==> src/hdl/sar_adc_control_defs.vh <==
// register indices, field positions, reset values and timing for the converter control
`ifndef SAR_ADC_CONTROL_DEFS_VH
`define SAR_ADC_CONTROL_DEFS_VH

// ****************************************
// register indices (byte address = 4 * index)
// ****************************************
`define IDX_CONTROL 10'h01f
`define IDX_PIN_CLOCK 10'h020
`define IDX_RESULT_HIGH 10'h021
`define IDX_RESULT_LOW 10'h022
`define IDX_IRQ_STATUS 10'h023
`define IDX_IRQ_MASK 10'h024

// ****************************************
// converter_control fields
// ****************************************
`define BIT_JUSTIFY 7
`define BIT_REFERENCE 6
`define CHAN_HI 3
`define CHAN_LO 2
`define BIT_GO 1
`define BIT_POWER 0
`define CONTROL_RESET 8'h00

// ****************************************
// analog_pin_and_clock_select fields
// ****************************************
`define CLKSEL_HI 6
`define CLKSEL_LO 4
`define PINS_HI 3
`define PINS_LO 0
`define PIN_CLOCK_RESET 8'h0f
`define RC_CLKSEL 2'b11

// ****************************************
// interrupt status and mask
// ****************************************
`define IRQ_DONE 0
`define IRQ_ABORT 1
`define IRQ_BITS 2
`define IRQ_RESET 2'b00

// ****************************************
// result and timing
// ****************************************
`define RESULT_BITS 10
`define CONVERT_TADS 4'd11
`define RECOVER_TADS 2'd2
`define CLK_KHZ 25000
`define RC_MAX_KHZ 500
`define MIN_TAD_NS 1600

`endif

==> src/hdl/sar_adc_control.v <==
// apb register file, sequencing and interrupt logic of the sar converter
//
// Implementation choice: the APB interface to the registers.
`timescale 1ns/100ps
`include "sar_adc_control_defs.vh"

module sar_adc_control #(
  parameter RESULT_BITS = `RESULT_BITS
) (
  input wire clk,
  input wire reset,
  input wire psel,
  input wire penable,
  input wire pwrite,
  input wire [11:0] paddr,
  input wire [31:0] pwdata,
  output reg [31:0] prdata,
  output reg pready,
  output reg pslverr,
  input wire comp_high,
  output wire [RESULT_BITS-1:0] dac_code,
  output reg sample_enable,
  output wire [1:0] input_channel_select,
  output wire reference_source_select,
  output wire converter_power_on,
  output wire [3:0] analog_pin_select,
  output reg irq
);

  // ****************************************
  // states
  // ****************************************
  localparam [1:0] ST_ACQUIRE = 2'b00;
  localparam [1:0] ST_CONVERT = 2'b01;
  localparam [1:0] ST_RECOVER = 2'b10;

  // ****************************************
  // declarations
  // ****************************************
  reg [7:0] control;
  reg [7:0] pin_clock;
  reg [`IRQ_BITS-1:0] irq_status;
  reg [`IRQ_BITS-1:0] irq_mask;
  reg [1:0] state;
  reg [1:0] recover_count;
  reg [7:0] read_value;
  reg mapped;
  reg [`IRQ_BITS-1:0] next_status;

  wire access;
  wire wr;
  wire [9:0] index;
  wire wr_control;
  wire start;
  wire abort;
  wire tick;
  wire busy;
  wire done;
  wire run;
  wire [RESULT_BITS-1:0] result;
  wire [`IRQ_BITS-1:0] events;

  // ****************************************
  // apb decode
  // ****************************************
  // the access phase always lasts two cycles: pready comes from a flop
  assign access = psel && penable && pready;
  assign wr = access && pwrite;
  assign index = paddr[11:2];
  assign wr_control = wr && (index == `IDX_CONTROL);

  // ****************************************
  // start and abort
  // ****************************************
  // a start in the same write that powers up is ignored,
  // so the sample stage always gets an acquisition first
  assign start = wr_control && pwdata[`BIT_GO] && pwdata[`BIT_POWER] &&
                 control[`BIT_POWER] && (state == ST_ACQUIRE);
  assign abort = busy && ((wr_control && !pwdata[`BIT_GO]) ||
                          (wr_control && !pwdata[`BIT_POWER]));

  // ****************************************
  // register outputs
  // ****************************************
  assign input_channel_select = control[`CHAN_HI:`CHAN_LO];
  assign reference_source_select = control[`BIT_REFERENCE];
  assign converter_power_on = control[`BIT_POWER];
  assign analog_pin_select = pin_clock[`PINS_HI:`PINS_LO];

  // ****************************************
  // conversion clock and approximation
  // ****************************************
  assign run = control[`BIT_POWER] && (state != ST_ACQUIRE);

  conv_clock_gen #(
    .CW(8)
  ) u_clock (
    .clk(clk),
    .reset(reset),
    .run(run),
    .clock_select(pin_clock[`CLKSEL_HI:`CLKSEL_LO]),
    .tick(tick)
  );

  sar_core #(
    .N(RESULT_BITS)
  ) u_core (
    .clk(clk),
    .reset(reset),
    .start(start),
    .abort(abort),
    .step(tick),
    .comp_high(comp_high),
    .busy(busy),
    .done(done),
    .trial(dac_code),
    .result(result)
  );

  // ****************************************
  // control registers
  // ****************************************
  always @(posedge clk) begin
    if (reset) begin
      control <= `CONTROL_RESET;
      pin_clock <= `PIN_CLOCK_RESET;
      irq_mask <= `IRQ_RESET;
    end else if (wr) begin
      if (index == `IDX_CONTROL) begin
        // go bit is not stored: it reads back the converter's busy state
        control[`BIT_JUSTIFY] <= pwdata[`BIT_JUSTIFY];
        control[`BIT_REFERENCE] <= pwdata[`BIT_REFERENCE];
        control[`CHAN_HI:`CHAN_LO] <= pwdata[`CHAN_HI:`CHAN_LO];
        control[`BIT_POWER] <= pwdata[`BIT_POWER];
      end
      if (index == `IDX_PIN_CLOCK) begin
        pin_clock[`CLKSEL_HI:`CLKSEL_LO] <= pwdata[`CLKSEL_HI:`CLKSEL_LO];
        pin_clock[`PINS_HI:`PINS_LO] <= pwdata[`PINS_HI:`PINS_LO];
      end
      if (index == `IDX_IRQ_MASK) begin
        irq_mask <= pwdata[`IRQ_BITS-1:0];
      end
    end
  end

  // ****************************************
  // sequencer
  // ****************************************
  always @(posedge clk) begin
    if (reset) begin
      state <= ST_ACQUIRE;
      recover_count <= 2'd0;
      sample_enable <= 1'b0;
    end else begin
      case (state)
        ST_ACQUIRE: begin
          recover_count <= 2'd0;
          if (start) begin
            state <= ST_CONVERT;
            sample_enable <= 1'b0;
          end else begin
            // hold switch closed on the selected channel while powered
            sample_enable <= control[`BIT_POWER];
          end
        end
        ST_CONVERT: begin
          sample_enable <= 1'b0;
          recover_count <= 2'd0;
          if (abort || done) begin
            state <= ST_RECOVER;
          end
        end
        ST_RECOVER: begin
          sample_enable <= 1'b0;
          if (!control[`BIT_POWER]) begin
            state <= ST_ACQUIRE;
          end else if (tick) begin
            if (recover_count == `RECOVER_TADS - 2'd1) begin
              // acquisition resumes by itself after the gap
              state <= ST_ACQUIRE;
              recover_count <= 2'd0;
            end else begin
              recover_count <= recover_count + 2'd1;
            end
          end
        end
        default: begin
          state <= ST_ACQUIRE;
          recover_count <= 2'd0;
          sample_enable <= 1'b0;
        end
      endcase
    end
  end

  // ****************************************
  // interrupt status
  // ****************************************
  assign events = {abort, done};

  // a new event wins over a same-cycle write-one-to-clear
  always @* begin
    next_status = irq_status;
    if (wr && (index == `IDX_IRQ_STATUS)) begin
      next_status = irq_status & ~pwdata[`IRQ_BITS-1:0];
    end
    next_status = next_status | events;
  end

  always @(posedge clk) begin
    if (reset) begin
      irq_status <= `IRQ_RESET;
      irq <= 1'b0;
    end else begin
      irq_status <= next_status;
      irq <= |(next_status & irq_mask);
    end
  end

  // ****************************************
  // read mux
  // ****************************************
  always @* begin
    read_value = 8'h00;
    mapped = 1'b1;
    case (index)
      `IDX_CONTROL: begin
        read_value = control;
        read_value[`BIT_GO] = busy;
      end
      `IDX_PIN_CLOCK: begin
        read_value = pin_clock;
      end
      `IDX_RESULT_HIGH: begin
        if (control[`BIT_JUSTIFY]) begin
          read_value = {6'h00, result[9:8]};
        end else begin
          read_value = result[9:2];
        end
      end
      `IDX_RESULT_LOW: begin
        if (control[`BIT_JUSTIFY]) begin
          read_value = result[7:0];
        end else begin
          read_value = {result[1:0], 6'h00};
        end
      end
      `IDX_IRQ_STATUS: begin
        read_value = {6'h00, irq_status};
      end
      `IDX_IRQ_MASK: begin
        read_value = {6'h00, irq_mask};
      end
      default: begin
        mapped = 1'b0;
      end
    endcase
  end

  // ****************************************
  // apb answer
  // ****************************************
  always @(posedge clk) begin
    if (reset) begin
      prdata <= 32'h00000000;
      pready <= 1'b0;
      pslverr <= 1'b0;
    end else if (psel && penable && !pready) begin
      pready <= 1'b1;
      pslverr <= !mapped;
      prdata <= pwrite ? 32'h00000000 : {24'h000000, read_value};
    end else begin
      pready <= 1'b0;
      pslverr <= 1'b0;
      prdata <= 32'h00000000;
    end
  end

endmodule // sar_adc_control

==> src/hdl/conv_clock_gen.v <==
// conversion clock tick generator: prescaled system clock or internal rc clock
`timescale 1ns/100ps
`include "sar_adc_control_defs.vh"

module conv_clock_gen #(
  parameter CW = 8
) (
  input wire clk,
  input wire reset,
  input wire run,
  input wire [2:0] clock_select,
  output reg tick
);
  // rounding the divisor up keeps the rc clock at or below its ceiling
  localparam integer RC_DIV = (`CLK_KHZ + `RC_MAX_KHZ - 1) / `RC_MAX_KHZ;

  reg [CW-1:0] count;
  wire [2:0] shift;
  wire [CW-1:0] divisor;

  // code {s1,s0,s2} + 1 gives the power of two: 000->2, 100->4 ... 110->64
  assign shift = {clock_select[1:0], clock_select[2]} + 3'd1;
  assign divisor = (clock_select[1:0] == `RC_CLKSEL) ? RC_DIV[CW-1:0] :
                   ({{(CW-1){1'b0}}, 1'b1} << shift);

  always @(posedge clk) begin
    if (reset || !run) begin
      count <= {CW{1'b0}};
      tick <= 1'b0;
    end else if (count >= divisor - {{(CW-1){1'b0}}, 1'b1}) begin
      count <= {CW{1'b0}};
      tick <= 1'b1;
    end else begin
      count <= count + {{(CW-1){1'b0}}, 1'b1};
      tick <= 1'b0;
    end
  end
endmodule // conv_clock_gen

==> src/hdl/sar_core.v <==
// successive approximation register: one trial bit per conversion clock period
`timescale 1ns/100ps
`include "sar_adc_control_defs.vh"

module sar_core #(
  parameter N = `RESULT_BITS
) (
  input wire clk,
  input wire reset,
  input wire start,
  input wire abort,
  input wire step,
  input wire comp_high,
  output reg busy,
  output reg done,
  output reg [N-1:0] trial,
  output reg [N-1:0] result
);
  reg [3:0] steps;
  reg [N-1:0] probe;

  always @(posedge clk) begin
    if (reset) begin
      busy <= 1'b0;
      done <= 1'b0;
      trial <= {N{1'b0}};
      result <= {N{1'b0}};
      steps <= 4'd0;
      probe <= {N{1'b0}};
    end else begin
      done <= 1'b0;
      if (abort) begin
        // result untouched: the last complete conversion stays visible
        busy <= 1'b0;
        trial <= {N{1'b0}};
        probe <= {N{1'b0}};
      end else if (start && !busy) begin
        busy <= 1'b1;
        steps <= 4'd0;
        probe <= {1'b1, {(N-1){1'b0}}};
        trial <= {1'b1, {(N-1){1'b0}}};
      end else if (busy && step) begin
        steps <= steps + 4'd1;
        if (probe != {N{1'b0}}) begin
          // keep the trial bit if the input is above the dac level
          trial <= (comp_high ? trial : (trial & ~probe)) | (probe >> 1);
          probe <= probe >> 1;
        end
        if (steps == `CONVERT_TADS - 4'd1) begin
          busy <= 1'b0;
          done <= 1'b1;
          // trial back to zero so the dac is idle while acquiring
          trial <= {N{1'b0}};
          result <= trial;
        end
      end
    end
  end
endmodule // sar_core

==> config.mk <==
export PLATFORM = sky130hd
export DESIGN_NAME = sar_adc_control
export DESIGN_NICKNAME = d
export VERILOG_FILES = /design/src/hdl/sar_adc_control.v /design/src/hdl/conv_clock_gen.v /design/src/hdl/sar_core.v
export VERILOG_INCLUDE_DIRS = /design/src /design/src/hdl
export SDC_FILE = /design/constraint.sdc
export NUM_CORES = 1
export LEC_CHECK = 0
export ABC_CLOCK_PERIOD_IN_PS = 2900
export BUFFER_PORTS_ARGS = -buffer_cell sky130_fd_sc_hd__buf_2
export CAP_MARGIN = 30
export CELL_PAD_IN_SITES_DETAIL_PLACEMENT = 1
export CELL_PAD_IN_SITES_GLOBAL_PLACEMENT = 1
export CORE_MARGIN = 2
export CORE_UTILIZATION = 36
export CTS_CLUSTER_DIAMETER = 100
export CTS_CLUSTER_SIZE = 28
export DETAILED_ROUTE_END_ITERATION = 6
export HOLD_SLACK_MARGIN = 0.12
export PLACE_DENSITY = 0.85
export SETUP_SLACK_MARGIN = 0.2
export SLEW_MARGIN = 20
export SYNTH_ARGS = -nofsm -noshare
export SYNTH_HDL_FRONTEND = slang
export SYNTH_SLANG_ARGS = --single-unit
==> constraint.sdc <==
create_clock -name clk -period 2.9 [get_ports clk]
set_input_delay 0.58 -clock clk [delete_from_list [all_inputs] [get_ports clk]]
set_output_delay 0.58 -clock clk [all_outputs]
set_load 0.05 [all_outputs]
* After elaboration in Yosys (flattened, before gate mapping)
Cells that the tools add are included.
Widths: inputs -> output; s select.
** Word-level totals
- Output and inout bits :: 54
- Bits of input ports :: 50
- Register bits after elaboration :: 101
** Operators by class
- Mux-type cells :: 29
- Equality and inequality tests :: 15
- Reductions and logical operators :: 55
- Order comparisons :: 1
- Shift-type cells :: 1
- Bitwise operators :: 13
- Add/sub/neg operators :: 5
** Operators by type and width (number)
- $mux 10 :: 8
- $eq 10x6->1 const B :: 5
- $pmux 8 s6 :: 1
- $mux 8 :: 3
- $reduce_and 2->1 :: 10
- $logic_and 1x1->1 :: 16
- $mux 2 :: 7
- $and 10x10->10 :: 1
- $eq 10x5->1 const B :: 1
- $not 10->10 :: 1
- $or 10x9->10 :: 1
- $reduce_bool 10->1 :: 1
- $reduce_bool 2->1 :: 5
- $reduce_or 2->1 :: 5
- $reduce_or 3->1 :: 3
- $add 8x1->8 const B :: 1
- $ge 8x8->1 :: 1
- $mux 4 :: 2
- $reduce_and 4->1 :: 2
- $shl 1x3->8 const A :: 1
- $sub 8x1->8 const B :: 1
- $mux 1 :: 7
- $logic_not 1->1 :: 6
- $not 1->1 :: 6
- other kinds (19) :: 24

* Longest topological paths before layout
- Word-level depth :: 11
- Mapped depth :: 13
- Mapped depth without buffers :: 12

* Modules after synthesis
A second synthesis with hierarchy kept.
** Second synthesis, totals
- Cells, all modules :: 464
- Area total of the unflattened synthesis :: 3987.6 um^2
** By module, submodules not included
- sar_adc_control :: area an instance 1859.3 um^2, cells an instance 225, times used 1
- sar_core :: area an instance 1542.7 um^2, cells an instance 179, times used 1
- conv_clock_gen :: area an instance 585.6 um^2, cells an instance 60, times used 1

* Least setup slack after synthesis
OpenSTA, ideal clock, no wires.
- Path type :: register -> register
- From :: reg pin_clock[5]
- To :: reg u_clock.count[0]
- Clock period less this slack :: 3.031 ns
- Data arrival time :: 2.889 ns
- Setup time :: 0.142 ns
- Data required time :: 2.758 ns
- Slack :: -0.131 ns
- Cell stages (with the launch flop) :: 14
- Cell sequence :: dfxtp_1 > ha_1 > clkbuf_1 > or4_1 > ha_1 > nor3b_1 > a21oi_1 > a21oi_1 > a32oi_1 > ha_1 > and4_1 > o21ai_0 > o2111ai_1 > a21oi_1
** On the way
- Longest elaborated chain between the ends :: 6
** RTL lines
- from (decl) :: RTL line sar_adc_control.v:41 : reg [7:0] pin_clock;
- from (signal assigned) :: RTL line sar_adc_control.v:126 : pin_clock <= `PIN_CLOCK_RESET;
- from (signal, indexed assignment) :: RTL line sar_adc_control.v:137 : pin_clock[`CLKSEL_HI:`CLKSEL_LO] <= pwdata[`CLKSEL_HI:`CLKSEL_LO];
- from (signal, indexed assignment) :: RTL line sar_adc_control.v:138 : pin_clock[`PINS_HI:`PINS_LO] <= pwdata[`PINS_HI:`PINS_LO];
- $add 3x1->3 :: RTL line conv_clock_gen.v:22 : assign shift = {clock_select[1:0], clock_select[2]} + 3'd1;
- $shl 1x3->8 :: RTL line conv_clock_gen.v:24 : ({{(CW-1){1'b0}}, 1'b1} << shift);
- $mux 8 (*) :: RTL line conv_clock_gen.v:23 : assign divisor = (clock_select[1:0] == `RC_CLKSEL) ? RC_DIV[CW-1:0] :
- $sub 8x1->8 (*) :: RTL line conv_clock_gen.v:30 : end else if (count >= divisor - {{(CW-1){1'b0}}, 1'b1}) begin
- $ge 8x8->1 (*) :: RTL line conv_clock_gen.v:30
- $reduce_or 2->1 (no line) (*)
- to (signal assigned) :: RTL line conv_clock_gen.v:28 : count <= {CW{1'b0}};
- to (signal assigned) :: RTL line conv_clock_gen.v:31 : count <= {CW{1'b0}};
- to (signal assigned) :: RTL line conv_clock_gen.v:34 : count <= count + {{(CW-1){1'b0}}, 1'b1};
- to (decl) :: RTL line conv_clock_gen.v:17 : reg [CW-1:0] count;
Every way passes the cells marked *; elsewhere a longest branch is shown, timed or not.
A chain may end at the register's enable or synchronous reset.

* Worst setup path after layout
- From :: reg pin_clock[5]
- To :: reg u_clock.tick
** On the way
- Longest elaborated chain between the ends :: 6
** RTL lines
- $add 3x1->3 :: RTL line conv_clock_gen.v:22
- $shl 1x3->8 :: RTL line conv_clock_gen.v:24
- $mux 8 (*) :: RTL line conv_clock_gen.v:23
- $sub 8x1->8 (*) :: RTL line conv_clock_gen.v:30
- $ge 8x8->1 (*) :: RTL line conv_clock_gen.v:30
- $mux 1 (*) :: RTL line conv_clock_gen.v:30
- to (signal assigned) :: RTL line conv_clock_gen.v:29 : tick <= 1'b0;
- to (signal assigned) :: RTL line conv_clock_gen.v:32 : tick <= 1'b1;
- to (signal assigned) :: RTL line conv_clock_gen.v:35 : tick <= 1'b0;
- to (decl) :: RTL line conv_clock_gen.v:12 : output reg tick
Marked as above.

==> flow_summary.ini <==
[die]
placementRows = 39
io_pins = 104
die_y_um = 111
core_area_sq_um = 11300
dieWidth_um = 111
start_util = 0.365
fp.dieArea_sq_um = 12400

[timing]
rsz0062_at_grt = true
slew_violations = 0
tns_ns = 0
hold_violations = 0
fmax_mhz = 356
period_share = 0.968
slew_headroom = 0.494
skew_ns = 0.00467
setup_violations = 0
worst_pin_slew_ns = 0.760
fin_crit_ns = 2.81

[drt]
viasPerCell = 5.62
wl_per_cell_um = 18.6
drt_pre_antenna_iters = 6
num_vias = 3818
route.met3.wl_um = 635
dr_wl_met2_um = 6390
top_layer = met4
routed_wirelength_um = 12600
detail_route.wirelength.met1_um = 5110
drtIter0Drc = 293
postRouteAntennaNets = 0
drcViolationCount = 0

[clock_tree]
cts_buffers = 9
tritoncts = built
h-tree-depth = 3
clock-sinks = 77
cts.path.max_buffers = 2
insertion_delay_ns = 0.34
path_clk_slew_ns = 0.06
cts_root_buf = clkbuf_16

[setup_path]
crit_type = flop to flop
worst_setup_path_end_kind = flop
cp-start-kind = flop
arrival_ns = 3.03
crit_fanout = 4
cp_data_required_time_ns = 3.12

[worst_hold_path]
hp-class = flop to flop

[synth]
netlist_top_cells_area = dfxtp_1 (37%), nand2_1 (6.3%), a21oi_1 (5.7%)
synth_area_per_cell_sq_um = 8.55
netlist_instances = 484
ys.flop_type = dfxtp_1
ys_types = 66
ys_seq_area_frac = 0.373
synthArstFlopShare = 0
syn_area_sq_um = 4140
synth_top_area_frac = 0.373
synth.largest_area_cell = dfxtp_1
synth_common_cells = dfxtp_1 (77), nand2_1 (69), a21oi_1 (47), nand3_1 (31), buf_4 (30)
yosysWarnings = 0
synth_edf_count = 0
synth_most_common_cell = dfxtp_1
ys_ff_latch = 77

[grt]
grt_pass1_vias = 3889
grt_pass1_wl_um = 20300
antenna_found_initial = 0
grt_usage = 0.203
grt_start_max_net_pins = 26
grt.overflow.total = 0

[final_layout]
drive_above_1_share = 0.239
regArea_sq_um = 1550
diodes = 0
fillers = 1332
multi_input_area_sq_um = 2350
nNetsFinal = 596
syn2layout_area_growth_pct = 16.9
final_util = 0.427

[placement]
hpwlAfterDp_um = 8260
gp_congestion = 0.924
numPortBuffers = 53

[power_and_ir_drop]
leakagePower_nw = 1.74
p_per_area_nw_per_um2 = 486
peakVddDrop_uv = 370

[flow_run]
cap_violations = 0

[outcome]
status = complete, no violations
==> layout by cell type (no fill, tap or decap), types with 4 or more instances in the layout <==
cell,n
ha_1,13
buf_2,53
nand2_1,69
clkbuf_16,9
nand3b_1,4
nor2_1,15
a21oi_2,16
nor3b_1,4
nand4_1,5
nor3_1,7
dfxtp_1,74
o21ai_0,23
buf_4,15
conb_1,24
a21oi_1,40
xor2_1,6
and2_1,4
o211ai_1,4
and4_1,4
inv_1,10
nand3_1,31
a222oi_1,5
and3_1,4
mux2i_1,16
a211oi_1,7
==> power by group <==
| part | switching, W | internal (W) |
|---|---|---|
| clock network | 0.000466 | 0.000669 |
| registers | 0.000000565 | 0.00106 |
| logic | 0.000132 | 0.0000261 |
==> metrics by stage <==
stage	instance area [sq um]	power (W)	worst slack, ns	cells	hold slack, ns
floorplan	4300	0.00123	0.203	507	0.427
global placement	4400	0.00123	0.108	653	0.436
detailed placement	4400	0.00123	-0.00752	653	0.457
CTS	4780	0.00235	0.104	676	0.474
global route	4830	0.00241	0.0122	679	0.495
finish	4830	0.00235	0.0929	679	0.471
==> final cells by class <==
| class | instances | share of cell area |
|---|---|---|
| Multi-Input combinational cell | 359 | 0.486 |
| Tap cell | 143 | 0.0370 |
| Sequential cell | 77 | 0.321 |
| Inverter | 15 | 0.0122 |
| Clock inverter | 7 | 0.0150 |
| Clock buffer | 9 | 0.0466 |
| Timing Repair Buffer | 69 | 0.0823 |
==> registers in the layout (all words and copies together) (netlist names), 2 cells and up <==
register       flops
u_core.probe      10
u_core.result     10
u_core.trial      10
prdata             8
u_clock.count      8
pin_clock          7
control            5
u_core.steps       4
irq_mask           2
irq_status         2
recover_count      2
state              2
==> layer usage <==
layer | up-vias | track usage
met5 | - | 0
met4 | 0 | 0.0922
met3 | 37 | 0.0405
met2 | 141 | 0.358
met1 | 1855 | 0.236
li1 | 1785 | -
==> critical path, cell delays in order (launching register included) <==
cell,delay [ns]
dfxtp_4,0.37
ha_4,0.16
or4_4,0.44
ha_4,0.19
nor3b_2,0.15
a21oi_1,0.05
a21oi_1,0.13
a32oi_1,0.09
ha_1,0.36
nand2_1,0.14
a2bb2oi_4,0.18
o21ai_1,0.11
o311a_1,0.33
==> cells by family after synthesis <==
family                   count (synthesis)  synth area share
AO/OA/AOI/OAI                          122             0.191
XOR/XNOR                                 9            0.0191
adder cells (fa/ha/maj)                 15            0.0454
buffers and inverters                   71             0.105
flip-flops                              77             0.373
multiplexers                            16            0.0387
other                                    1          0.000907
AND/OR/NAND/NOR                        173             0.228
==> final timing paths <==
path                                  from                            end  slack [ns]  cells after the start
max              pin_clock[5]$_SDFFE_PP0P_        u_clock.tick$_SDFF_PP0_        0.09                     12
min          recover_count[1]$_SDFFE_PP0P_  recover_count[1]$_SDFFE_PP0P_        0.47                      2
max reg2reg      pin_clock[5]$_SDFFE_PP0P_        u_clock.tick$_SDFF_PP0_        0.09                     12
min reg2reg  recover_count[1]$_SDFFE_PP0P_  recover_count[1]$_SDFFE_PP0P_        0.47                      2
==> timing repair <==
action                     CTS  global route
pin swaps                    6             5
setup endpoints to repair    9             9
hold buffers                 0             0
resized for setup            9             6
setup buffers                7             3
Note: power is estimated with default switching activity, not from simulation.
